### config.mk
export PLATFORM = sky130hd
export DESIGN_NAME = sar_adc_sequencer
export DESIGN_NICKNAME = d
export VERILOG_FILES = /design/src/hw/adc_seq_pkg.sv /design/src/hw/sar_adc_sequencer.sv
export SDC_FILE = /design/constraint.sdc
export NUM_CORES = 1
export LEC_CHECK = 0
export BUFFER_PORTS_ARGS = -buffer_cell sky130_fd_sc_hd__buf_2
export CAP_MARGIN = 15
export CORE_ASPECT_RATIO = 0.9
export CORE_MARGIN = 2
export CORE_UTILIZATION = 25
export CTS_CLUSTER_DIAMETER = 30
export DETAILED_ROUTE_END_ITERATION = 12
export GPL_TIMING_DRIVEN = 0
export SYNTH_ARGS = -nofsm -noshare
export SYNTH_HDL_FRONTEND = slang
export SYNTH_SLANG_ARGS = --single-unit
### constraint.sdc
create_clock -name clk_sys -period 4.3 [get_ports clk_sys]
set_input_delay 0 -clock clk_sys [delete_from_list [all_inputs] [get_ports clk_sys]]
set_output_delay 0 -clock clk_sys [all_outputs]
set_load 0.02 [all_outputs]
### src/hw/adc_seq_pkg.sv
package adc_seq_pkg;

    // APB byte addresses
    localparam logic [7:0]  SETUP_ADDR     = 8'h00;
    localparam logic [7:0]  SEQCTL_ADDR    = 8'h04;
    localparam logic [7:0]  STATUS_ADDR    = 8'h08;
    localparam logic [7:0]  MODCFG_ADDR    = 8'h0C;
    localparam logic [7:0]  RESULT_ADDR    = 8'h20;

    // Setup register fields
    localparam int          DIV_LSB        = 0;
    localparam int          EXT_LSB        = 5;
    localparam int          RES_BIT        = 7;
    localparam logic [4:0]  DIV_RESET      = 5'h03;
    localparam logic [1:0]  EXT_RESET      = 2'h0;

    // Sequence control fields
    localparam int          CHAN_LSB       = 0;
    localparam int          MULTI_BIT      = 4;
    localparam int          EIGHT_BIT      = 5;
    localparam int          SCAN_BIT       = 6;

    // Module configuration fields
    localparam int          STOP_BIT       = 0;
    localparam int          FRZ_LSB        = 1;

    // Sample phases in converter clocks; midpoint reference channel code
    localparam logic [4:0]  PHASE1_CLOCKS  = 5'd2;
    localparam logic [4:0]  PHASE2_CLOCKS  = 5'd2;
    localparam logic [3:0]  CHAN_MID_REF   = 4'hE;

    typedef enum logic [1:0] {
        FRZ_IGNORE = 2'b00,
        FRZ_RSVD   = 2'b01,
        FRZ_FINISH = 2'b10,
        FRZ_NOW    = 2'b11
    } freeze_mode_t;

    typedef enum logic [2:0] {
        SRC_INPUT,
        SRC_HIGH_REF,
        SRC_LOW_REF,
        SRC_MID_REF,
        SRC_TEST,
        SRC_NONE
    } source_kind_t;

    typedef struct packed {
        logic [2:0]   input_index;
        source_kind_t kind;
    } mux_sel_t;

    typedef struct packed {
        logic mux_to_cap;
        logic amp_to_array;
        logic direct_to_array;
    } sample_sw_t;

endpackage : adc_seq_pkg

### src/hw/sar_adc_sequencer.sv
// Notes on behaviour
// RQ1: Channel code picks input 0-7, references, midpoint or test; 8-11 reserved.
// RQ2: First two clocks connect mux to capacitor, next two amplifier charges array.
// RQ3: Third phase connects input directly for 2, 4, 8 or 16 clocks.
// RQ4: Sample period equals extension clocks plus four.
// RQ5: Approximation bits resolved one at a time from MSB to LSB.
// RQ6: Writing setup register aborts and halts until sequence control written.
// RQ7: Writing sequence control aborts and starts a new sequence.
// RQ8: Abort by control write clears sequence and conversion done flags.
// RQ9: Five-bit modulus divider by 2..32 then divide by two; code zero reserved.
// RQ10: Divider field resets to divide-by-eight code.
// RQ11: Converter clock spans at least four system clocks.
// RQ12: Software keeps converter clock between 0.5 and 2.1 MHz.
// RQ13: Resolution bit selects 8 or 10 bits, results aligned automatically.
// RQ14: Eight-conversion bit selects four or eight conversions per sequence.
// RQ15: Scan bit selects one sequence or continuous sequences.
// RQ16: Multi-channel bit selects one channel or block of channels.
// RQ17: Each finished conversion is copied into its own result register.
// RQ18: Status shows sequence done, current channel, conversion done flags.
// RQ19: Done flag per filled result; sequence flag after first sequence.
// RQ20: Multi-channel runs consecutive channels from the selected one.
// RQ21: Stop bit set on reset gates converter clock and aborts conversion.
// RQ22: Freeze response: ignore, finish then freeze, or freeze at once.
// RQ23: One converter clock per result bit during resolution.
`timescale 1ns/1ns
`default_nettype none
module sar_adc_sequencer
    import adc_seq_pkg::*;
(
    input  wire logic                     clk_sys,      // System clock
    input  wire logic                     rst,          // Sync reset, high
    input  wire logic                     clk_en,       // Freezes all state
    input  wire logic                     psel,         // APB select
    input  wire logic                     penable,      // APB enable
    input  wire logic                     pwrite,       // APB direction
    input  wire logic [7:0]               paddr,        // APB byte address
    input  wire logic [31:0]              pwdata,       // APB write data
    output logic      [31:0]              prdata,       // APB read data
    output logic                          pready,       // APB ready
    output logic                          pslverr,      // APB error
    input  wire logic                     freeze,       // Debug freeze
    input  wire logic                     comparator,   // High: input above DAC
    output adc_seq_pkg::mux_sel_t         mux_sel,      // Source select
    output adc_seq_pkg::sample_sw_t       sample_sw,    // Sample switches
    output logic      [9:0]               dac_code,     // Trial code
    output logic                          conv_clk      // Converter clock
);
    import adc_seq_pkg::*;

    typedef enum logic [1:0] {IDLE, SAMPLE, RESOLVE} state_t;

    ////////////////////////////////////////////////////////////////////////
    // Registers and bus decode
    logic [4:0]  div_reg;
    logic [1:0]  ext_reg;
    logic        res_reg;
    logic [3:0]  chan_reg;
    logic        multi_reg, eight_reg, scan_reg;
    logic        stop_reg;
    logic [1:0]  frz_reg;
    logic        seq_done_reg;
    logic [7:0]  conv_done_reg;
    logic [9:0]  result_reg [8];

    wire bus_wr     = psel && penable && pwrite;
    wire wr_setup   = bus_wr && paddr == SETUP_ADDR;
    wire wr_seqctl  = bus_wr && paddr == SEQCTL_ADDR;
    wire wr_modcfg  = bus_wr && paddr == MODCFG_ADDR;
    wire is_result  = paddr[7:5] == RESULT_ADDR[7:5] && paddr[1:0] == 2'b00;
    wire [2:0] rsel = paddr[4:2];
    wire mapped     = paddr == SETUP_ADDR || paddr == SEQCTL_ADDR
                   || paddr == STATUS_ADDR || paddr == MODCFG_ADDR
                   || is_result;

    assign pready  = 1'b1;
    assign pslverr = psel && penable && !mapped;

    ////////////////////////////////////////////////////////////////////////
    // Sequencer state
    state_t      state_reg;
    logic [4:0]  phase_cnt_reg;
    logic [1:0]  phase_reg;
    logic [3:0]  bit_reg;
    logic [9:0]  sar_reg;
    logic [2:0]  conv_idx_reg;
    logic [3:0]  cur_chan_reg;
    logic        first_seq_reg;
    logic        frozen_reg;

    // RQ1: channel decode
    function automatic mux_sel_t decode_chan(input logic [3:0] c);
        mux_sel_t m;
        m.input_index = c[2:0];
        if (!c[3])
            m.kind = SRC_INPUT;
        else if (!c[2])
            m.kind = SRC_NONE;
        else
            unique case (c[1:0])
                2'b00: m.kind = SRC_HIGH_REF;
                2'b01: m.kind = SRC_LOW_REF;
                2'b10: m.kind = SRC_MID_REF;
                2'b11: m.kind = SRC_TEST;
            endcase
        return m;
    endfunction : decode_chan

    assign mux_sel = decode_chan(cur_chan_reg);

    ////////////////////////////////////////////////////////////////////////
    // Prescaler
    // RQ9: modulus counter then toggle
    logic [4:0] presc_cnt_reg;
    logic       conv_clk_reg;
    wire        running  = state_reg != IDLE;
    // RQ21: stop gates the converter clock
    wire        clk_gate = !stop_reg && !frozen_reg && running;
    // RQ11: code zero treated as one keeps divide >= 4
    wire [4:0]  div_eff  = (div_reg == 5'd0) ? 5'd1 : div_reg;
    wire        presc_wrap = presc_cnt_reg >= div_eff;
    // Tick on falling converter clock edge so every phase spans whole clocks
    wire        tick = clk_gate && presc_wrap && conv_clk_reg;

    always_ff @(posedge clk_sys)
    begin
        if (rst)
        begin
            presc_cnt_reg <= 5'd0;
            conv_clk_reg  <= 1'b0;
        end
        else if (clk_en)
        begin
            if (!clk_gate || presc_wrap)
                presc_cnt_reg <= 5'd0;
            else
                presc_cnt_reg <= presc_cnt_reg + 5'd1;
            if (!clk_gate)
                conv_clk_reg <= 1'b0;
            else if (presc_wrap)
                conv_clk_reg <= !conv_clk_reg;
        end
    end
    assign conv_clk = conv_clk_reg;

    ////////////////////////////////////////////////////////////////////////
    // Phase lengths
    // RQ3: third phase length
    wire [4:0] ext_clocks = 5'd2 << ext_reg;
    // RQ4: total sample period is ext plus four
    wire [4:0] phase_len = (phase_reg == 2'd0) ? PHASE1_CLOCKS
                         : (phase_reg == 2'd1) ? PHASE2_CLOCKS : ext_clocks;
    wire       phase_end = phase_cnt_reg == phase_len - 5'd1;
    // RQ23: eight or ten resolve clocks
    wire [3:0] msb      = res_reg ? 4'd9 : 4'd7;
    wire       conv_end = state_reg == RESOLVE && bit_reg == 4'd0 && tick;
    wire [2:0] last_idx = eight_reg ? 3'd7 : 3'd3;
    wire       seq_end  = conv_end && conv_idx_reg == last_idx;
    wire [9:0] sar_bit  = 10'd1 << bit_reg;
    wire [9:0] sar_set  = comparator ? sar_reg : (sar_reg & ~sar_bit);
    wire [9:0] final_sar = sar_set;
    // RQ13: left-justify 8-bit result into 10-bit field
    wire [9:0] aligned  = res_reg ? final_sar : {final_sar[7:0], 2'b00};
    // RQ20: next channel in block
    wire [3:0] next_chan = multi_reg
        ? {chan_reg[3:3], chan_reg[2:0] + conv_idx_reg + 3'd1}
        : chan_reg;
    wire       abort = wr_setup || wr_seqctl || stop_reg;

    // RQ22: freeze control
    wire frz_req = freeze && (frz_reg == FRZ_NOW
                || (frz_reg == FRZ_FINISH && (state_reg == IDLE
                    || (state_reg == SAMPLE && phase_reg == 2'd0
                        && phase_cnt_reg == 5'd0))));

    ////////////////////////////////////////////////////////////////////////
    // Register writes
    always_ff @(posedge clk_sys)
    begin
        if (rst)
        begin
            // RQ10: divide-by-eight reset code
            div_reg   <= DIV_RESET;
            ext_reg   <= EXT_RESET;
            res_reg   <= 1'b0;
            chan_reg  <= 4'h0;
            multi_reg <= 1'b0;
            eight_reg <= 1'b0;
            scan_reg  <= 1'b0;
            // RQ21: stop set on reset
            stop_reg  <= 1'b1;
            frz_reg   <= FRZ_IGNORE;
            frozen_reg <= 1'b0;
        end
        else if (clk_en)
        begin
            frozen_reg <= frz_req;
            if (wr_setup)
            begin
                div_reg <= pwdata[DIV_LSB +: 5];
                ext_reg <= pwdata[EXT_LSB +: 2];
                res_reg <= pwdata[RES_BIT];
            end
            if (wr_seqctl)
            begin
                chan_reg  <= pwdata[CHAN_LSB +: 4];
                multi_reg <= pwdata[MULTI_BIT];
                eight_reg <= pwdata[EIGHT_BIT];
                scan_reg  <= pwdata[SCAN_BIT];
            end
            if (wr_modcfg)
            begin
                stop_reg <= pwdata[STOP_BIT];
                frz_reg  <= pwdata[FRZ_LSB +: 2];
            end
        end
    end

    ////////////////////////////////////////////////////////////////////////
    // Sequencer
    always_ff @(posedge clk_sys)
    begin
        if (rst)
        begin
            state_reg     <= IDLE;
            phase_reg     <= 2'd0;
            phase_cnt_reg <= 5'd0;
            bit_reg       <= 4'd0;
            sar_reg       <= 10'd0;
            conv_idx_reg  <= 3'd0;
            cur_chan_reg  <= 4'h0;
            first_seq_reg <= 1'b1;
            seq_done_reg  <= 1'b0;
            conv_done_reg <= 8'h00;
        end
        else if (clk_en)
        begin
            if (abort)
            begin
                // RQ8: abort clears done flags
                seq_done_reg  <= 1'b0;
                conv_done_reg <= 8'h00;
                phase_reg     <= 2'd0;
                phase_cnt_reg <= 5'd0;
                conv_idx_reg  <= 3'd0;
                first_seq_reg <= 1'b1;
                // RQ7: seqctl write restarts; RQ6: setup write halts
                if (wr_seqctl && !wr_setup && !stop_reg)
                begin
                    state_reg    <= SAMPLE;
                    cur_chan_reg <= pwdata[CHAN_LSB +: 4];
                end
                else
                    state_reg <= IDLE;
            end
            else if (tick)
            begin
                unique case (state_reg)
                    IDLE:
                    begin
                        state_reg <= IDLE;
                    end
                    // RQ2: sample phases in order
                    SAMPLE:
                    begin
                        if (!phase_end)
                            phase_cnt_reg <= phase_cnt_reg + 5'd1;
                        else if (phase_reg != 2'd2)
                        begin
                            phase_cnt_reg <= 5'd0;
                            phase_reg     <= phase_reg + 2'd1;
                        end
                        else
                        begin
                            state_reg <= RESOLVE;
                            bit_reg   <= msb;
                            sar_reg   <= 10'd1 << msb;
                        end
                    end
                    // RQ5: MSB to LSB trial bits
                    RESOLVE:
                    begin
                        if (bit_reg != 4'd0)
                        begin
                            sar_reg <= sar_set | (sar_bit >> 1);
                            bit_reg <= bit_reg - 4'd1;
                        end
                        else
                        begin
                            // RQ17: store result
                            result_reg[conv_idx_reg] <= aligned;
                            // RQ19: per-result done flag
                            conv_done_reg[conv_idx_reg] <= 1'b1;
                            phase_reg     <= 2'd0;
                            phase_cnt_reg <= 5'd0;
                            // RQ16: single vs block
                            cur_chan_reg  <= next_chan;
                            conv_idx_reg  <= conv_idx_reg + 3'd1;
                            state_reg     <= SAMPLE;
                            if (seq_end)
                            begin
                                // RQ14: sequence length
                                conv_idx_reg  <= 3'd0;
                                cur_chan_reg  <= chan_reg;
                                first_seq_reg <= 1'b0;
                                if (first_seq_reg)
                                    seq_done_reg <= 1'b1;
                                // RQ15: single or continuous
                                if (!scan_reg)
                                    state_reg <= IDLE;
                            end
                        end
                    end
                endcase
            end
        end
    end

    ////////////////////////////////////////////////////////////////////////
    // Switch and DAC outputs
    assign sample_sw.mux_to_cap      = state_reg == SAMPLE && phase_reg == 2'd0;
    assign sample_sw.amp_to_array    = state_reg == SAMPLE && phase_reg == 2'd1;
    assign sample_sw.direct_to_array = state_reg == SAMPLE && phase_reg == 2'd2;
    assign dac_code = sar_reg;

    // RQ18: status read layout
    // Sequence flag at bit 7, clear of the conversion flags
    wire [31:0] status_word = {16'h0000, conv_done_reg, seq_done_reg,
                               2'b00, running, cur_chan_reg[3:0]};
    wire [31:0] rd_mux =
        (paddr == SETUP_ADDR)  ? {24'h00_0000, res_reg, ext_reg, div_reg} :
        (paddr == SEQCTL_ADDR) ? {25'h000_0000, scan_reg, eight_reg,
                                  multi_reg, chan_reg} :
        (paddr == STATUS_ADDR) ? status_word :
        (paddr == MODCFG_ADDR) ? {29'h0000_0000, frz_reg, stop_reg} :
        is_result              ? {22'h00_0000, result_reg[rsel]} :
                                 32'h0000_0000;
    assign prdata = (psel && !pwrite) ? rd_mux : 32'h0000_0000;

endmodule : sar_adc_sequencer
`default_nettype wire

==> results.md <==
* Outcome: complete, no violations
* CP Data Required Time at 4.34 ns
* F_max at 247 MHz
* DR iter-0 viols at 702
* Min-delay worst type: in2reg
* HPWL after detailed placement at ~16 mm
* Clk_skew at 0.0101 ns
* Final WL at 21.3 mm
* DR WL/cell at 17.4 um
* N_diodes at 0
* Die X-Extent at 188 um
* Synth area leaders: edfxtp_1 32%, dfxtp_1 17%, mux4_2 6.2%, ha_1 4.3%, mux2i_1 4.0%
* Tightest Pin Transition at 1.12 ns
* Unique masters post-synth at 73
* Share of cells above drive strength 1 at 19.4%
* Slowest cell on the critical path: nor2_1
* Worst-path maximum fanout at 10
* Slew HR at 24.4%
* #FFs+latches synth at 145
* Async set-reset flop share out of synthesis at 0%
* Initial Utilization at approximately 25%
* Post-synth EDFFs at 80
* Clock Latency Late Sink at 0.43 ns
* Final nets at 887
* Crit-path max cell delay at 0.90 ns
* Fin crit share at 94.0%
* Fill cell count at 3,119
* Port Buffer Count at 57
* Final-report setup violation count at 0
* Worst Path Class, Setup: reg2reg
* RSZ-0062 raised after global routing: yes
* CTS tree: built
* Commonest non-fill, non-tap cell in the layout: edfxtp_1
* Final Max Tran Viols at 0
* CTS root buf: clkbuf_16
* GR Overflow Total at 0
* Tmin final at 4.04 ns
* First-pass GRT wire length at 32.8 mm
* Worst setup EP type: flop
* Hold Vio Cnt, Final at 0
* Post-synth top flop: edfxtp_1
* Initial antenna violation count at 0
* Area of the core at 29,900 um^2
* Cell Pwr Density at 334 nW/um^2
* Pin count of the biggest net entering global routing at 17
* Clk sinks at 145
* Cell taking the most area after synthesis: edfxtp_1
* IO Count at about 100
* Worst setup slack after layout at about 0.26 ns
* GRT Resource Usage Total at 13.6%
* Max-cap violation count at 0
* Crit-path cells: inv_1 > ha_1 > or3_1 > nor3_1 > a21oi_1 > nor3_1 > clkbuf_1 > nand3_1 > nor2_1
* Most Frequent Cell on Critical Path: nor3_1
* Drt drc at 0
* Detailed-route via count at 5,980
* Power Total at 0.00306 W
* Commonest non-fill, non-tap cells in the layout: 80 x edfxtp_1, 65 x dfxtp_1, 64 x nand2_1, 59 x buf_2, 58 x nor2_1
* GP Congestion at 0.860
* Drt pass-1 iters at 5
* Top cell type's share of synthesized area at 31.7%
* Worst vdd rail ir drop at 0.000278 V
* Seq/Total Area, Yosys at 48.8%
* Leak pwr at around 3.4 nW
* Rows at 60
* Mapped Area at ~7600 um^2
* Max Buffers Root-to-Sink at 2
* Max reg flops at 80
* Fin util at a little under a third
* Num CTS Buffers at 17
* Vias in the first global route at 5,481
* # H-tree levels at 4
* Post-Synthesis Cells at 707
* CP arrival at 4.09 ns
* Clk slew on worst S/H paths at approximately 0.07 ns
* Synthesized area per cell at 10.7 um^2
* Die Y at 169 um
* Warnings, synthesis at 0
* Placement Setup Slack at 0.0447 ns
* Total die area at 31,800 um^2
* Hold_ws at 0.0651 ns
* Routed vias/inst at 4.87
* Routed Antenna Nets at 0
* Layout area overhead at 20.9%
* Setup crit start kind: flop
-- through the flow --
step	std cells	setup TNS, ns	instance area (um^2)
6_report	1228	0	9170
5_1_grt	1228	-0.959	9170
4_1_cts	1225	0	9130
3_5_place_dp	1184	0	8460
3_3_place_gp	1182	-8.01	8430
2_1_floorplan	722	0	7640
-- cells in the mapped netlist, drive strengths merged, types with 5 or more instances --
library cell,count
a21boi,8
nand2,64
o21ai,29
mux2i,30
xnor2,6
inv,34
xor2,7
dfxtp,65
nor2b,12
a21oi,31
and3,8
o2bb2ai,5
edfxtp,80
nand4,14
nor3,21
and2,12
a31oi,10
o211ai,9
nand3,18
nor2,62
mux4,21
ha,26
clkbuf,24
buf,28
a21o,6
-- path summary, 6_finish.rpt --
| path | from | end | slack (ns) | cells after the start |
|---|---|---|---|---|
| worst min-delay path | rst | phase_cnt_reg[2]$_SDFFE_PP0P_ | 0.07 | 4 |
| worst max register to register | state_reg[0]$_SDFFE_PP0P_ | result_reg[3][4]$_DFFE_PP_ | 0.26 | 9 |
| worst max-delay path | state_reg[0]$_SDFFE_PP0P_ | result_reg[3][4]$_DFFE_PP_ | 0.26 | 9 |
| worst min register to register | conv_done_reg[3]$_SDFFE_PP0P_ | conv_done_reg[3]$_SDFFE_PP0P_ | 0.46 | 1 |
-- critical path: cells and delay by family, from the launching register on --
kind                     cells  cell delay [ns]
AND/OR/NAND/NOR              5             2.10
buffers and inverters        2             0.54
flip-flops                   1             0.39
AO/OA/AOI/OAI                1             0.33
adder cells (fa/ha/maj)      1             0.28
-- kinds of logic after synthesis --
family	Yosys count	synth area share [%]
simple gates	235	15.2
fa+ha+maj	27	4.55
flops	145	48.8
xor+xnor	13	1.50
other cells	2	0.0990
buf+inv	86	5.46
compound gates	145	13.7
mux	54	10.6
-- routing by layer --
metal / global-route usage, % / share of wire, % / vias to the layer above / routed length (um)
li1: - / - / 2811 / -
met1: 20.2 / 48 / 2869 / 10200
met2: 19.7 / 43 / 281 / 9070
met3: 3.29 / 8.5 / 19 / 1810
met4: 3.63 / 1.2 / 0 / 252
met5: 0 / 0 / - / 0
-- final cells by class --
| class | instances | area, um^2 | area share (%) |
|---|---|---|---|
| Timing Repair Buffer | 71 | 422 | 4.60 |
| Buffer | 52 | 287 | 3.12 |
| Inverter | 34 | 128 | 1.39 |
| Clock inverter | 15 | 151 | 1.65 |
| Clock buffer | 17 | 425 | 4.64 |
| Tap cell | 403 | 504 | 5.50 |
| Sequential cell | 145 | 3700 | 40.4 |
| Multi-Input combinational cell | 491 | 3550 | 38.7 |
-- what timing repair did --
action                                  4_1_cts  5_1_grt
endpoints found under the setup margin        0       61
endpoints found under the hold margin        23        0
hold buffers                                  9        0
setup buffers                                 0        0
resized for setup                             0        6
-- report_power, final --
group / internal [W] / leakage, nW / switching [W]
Sequential: 0.00145 / 1.36 / 0.00000378
Clock: 0.000815 / 0.284 / 0.000641
Combinational: 0.0000591 / 1.75 / 0.0000958
Total: 0.00232 / 3.40 / 0.000740
No activity file was read; power rests on OpenSTA's default activity.
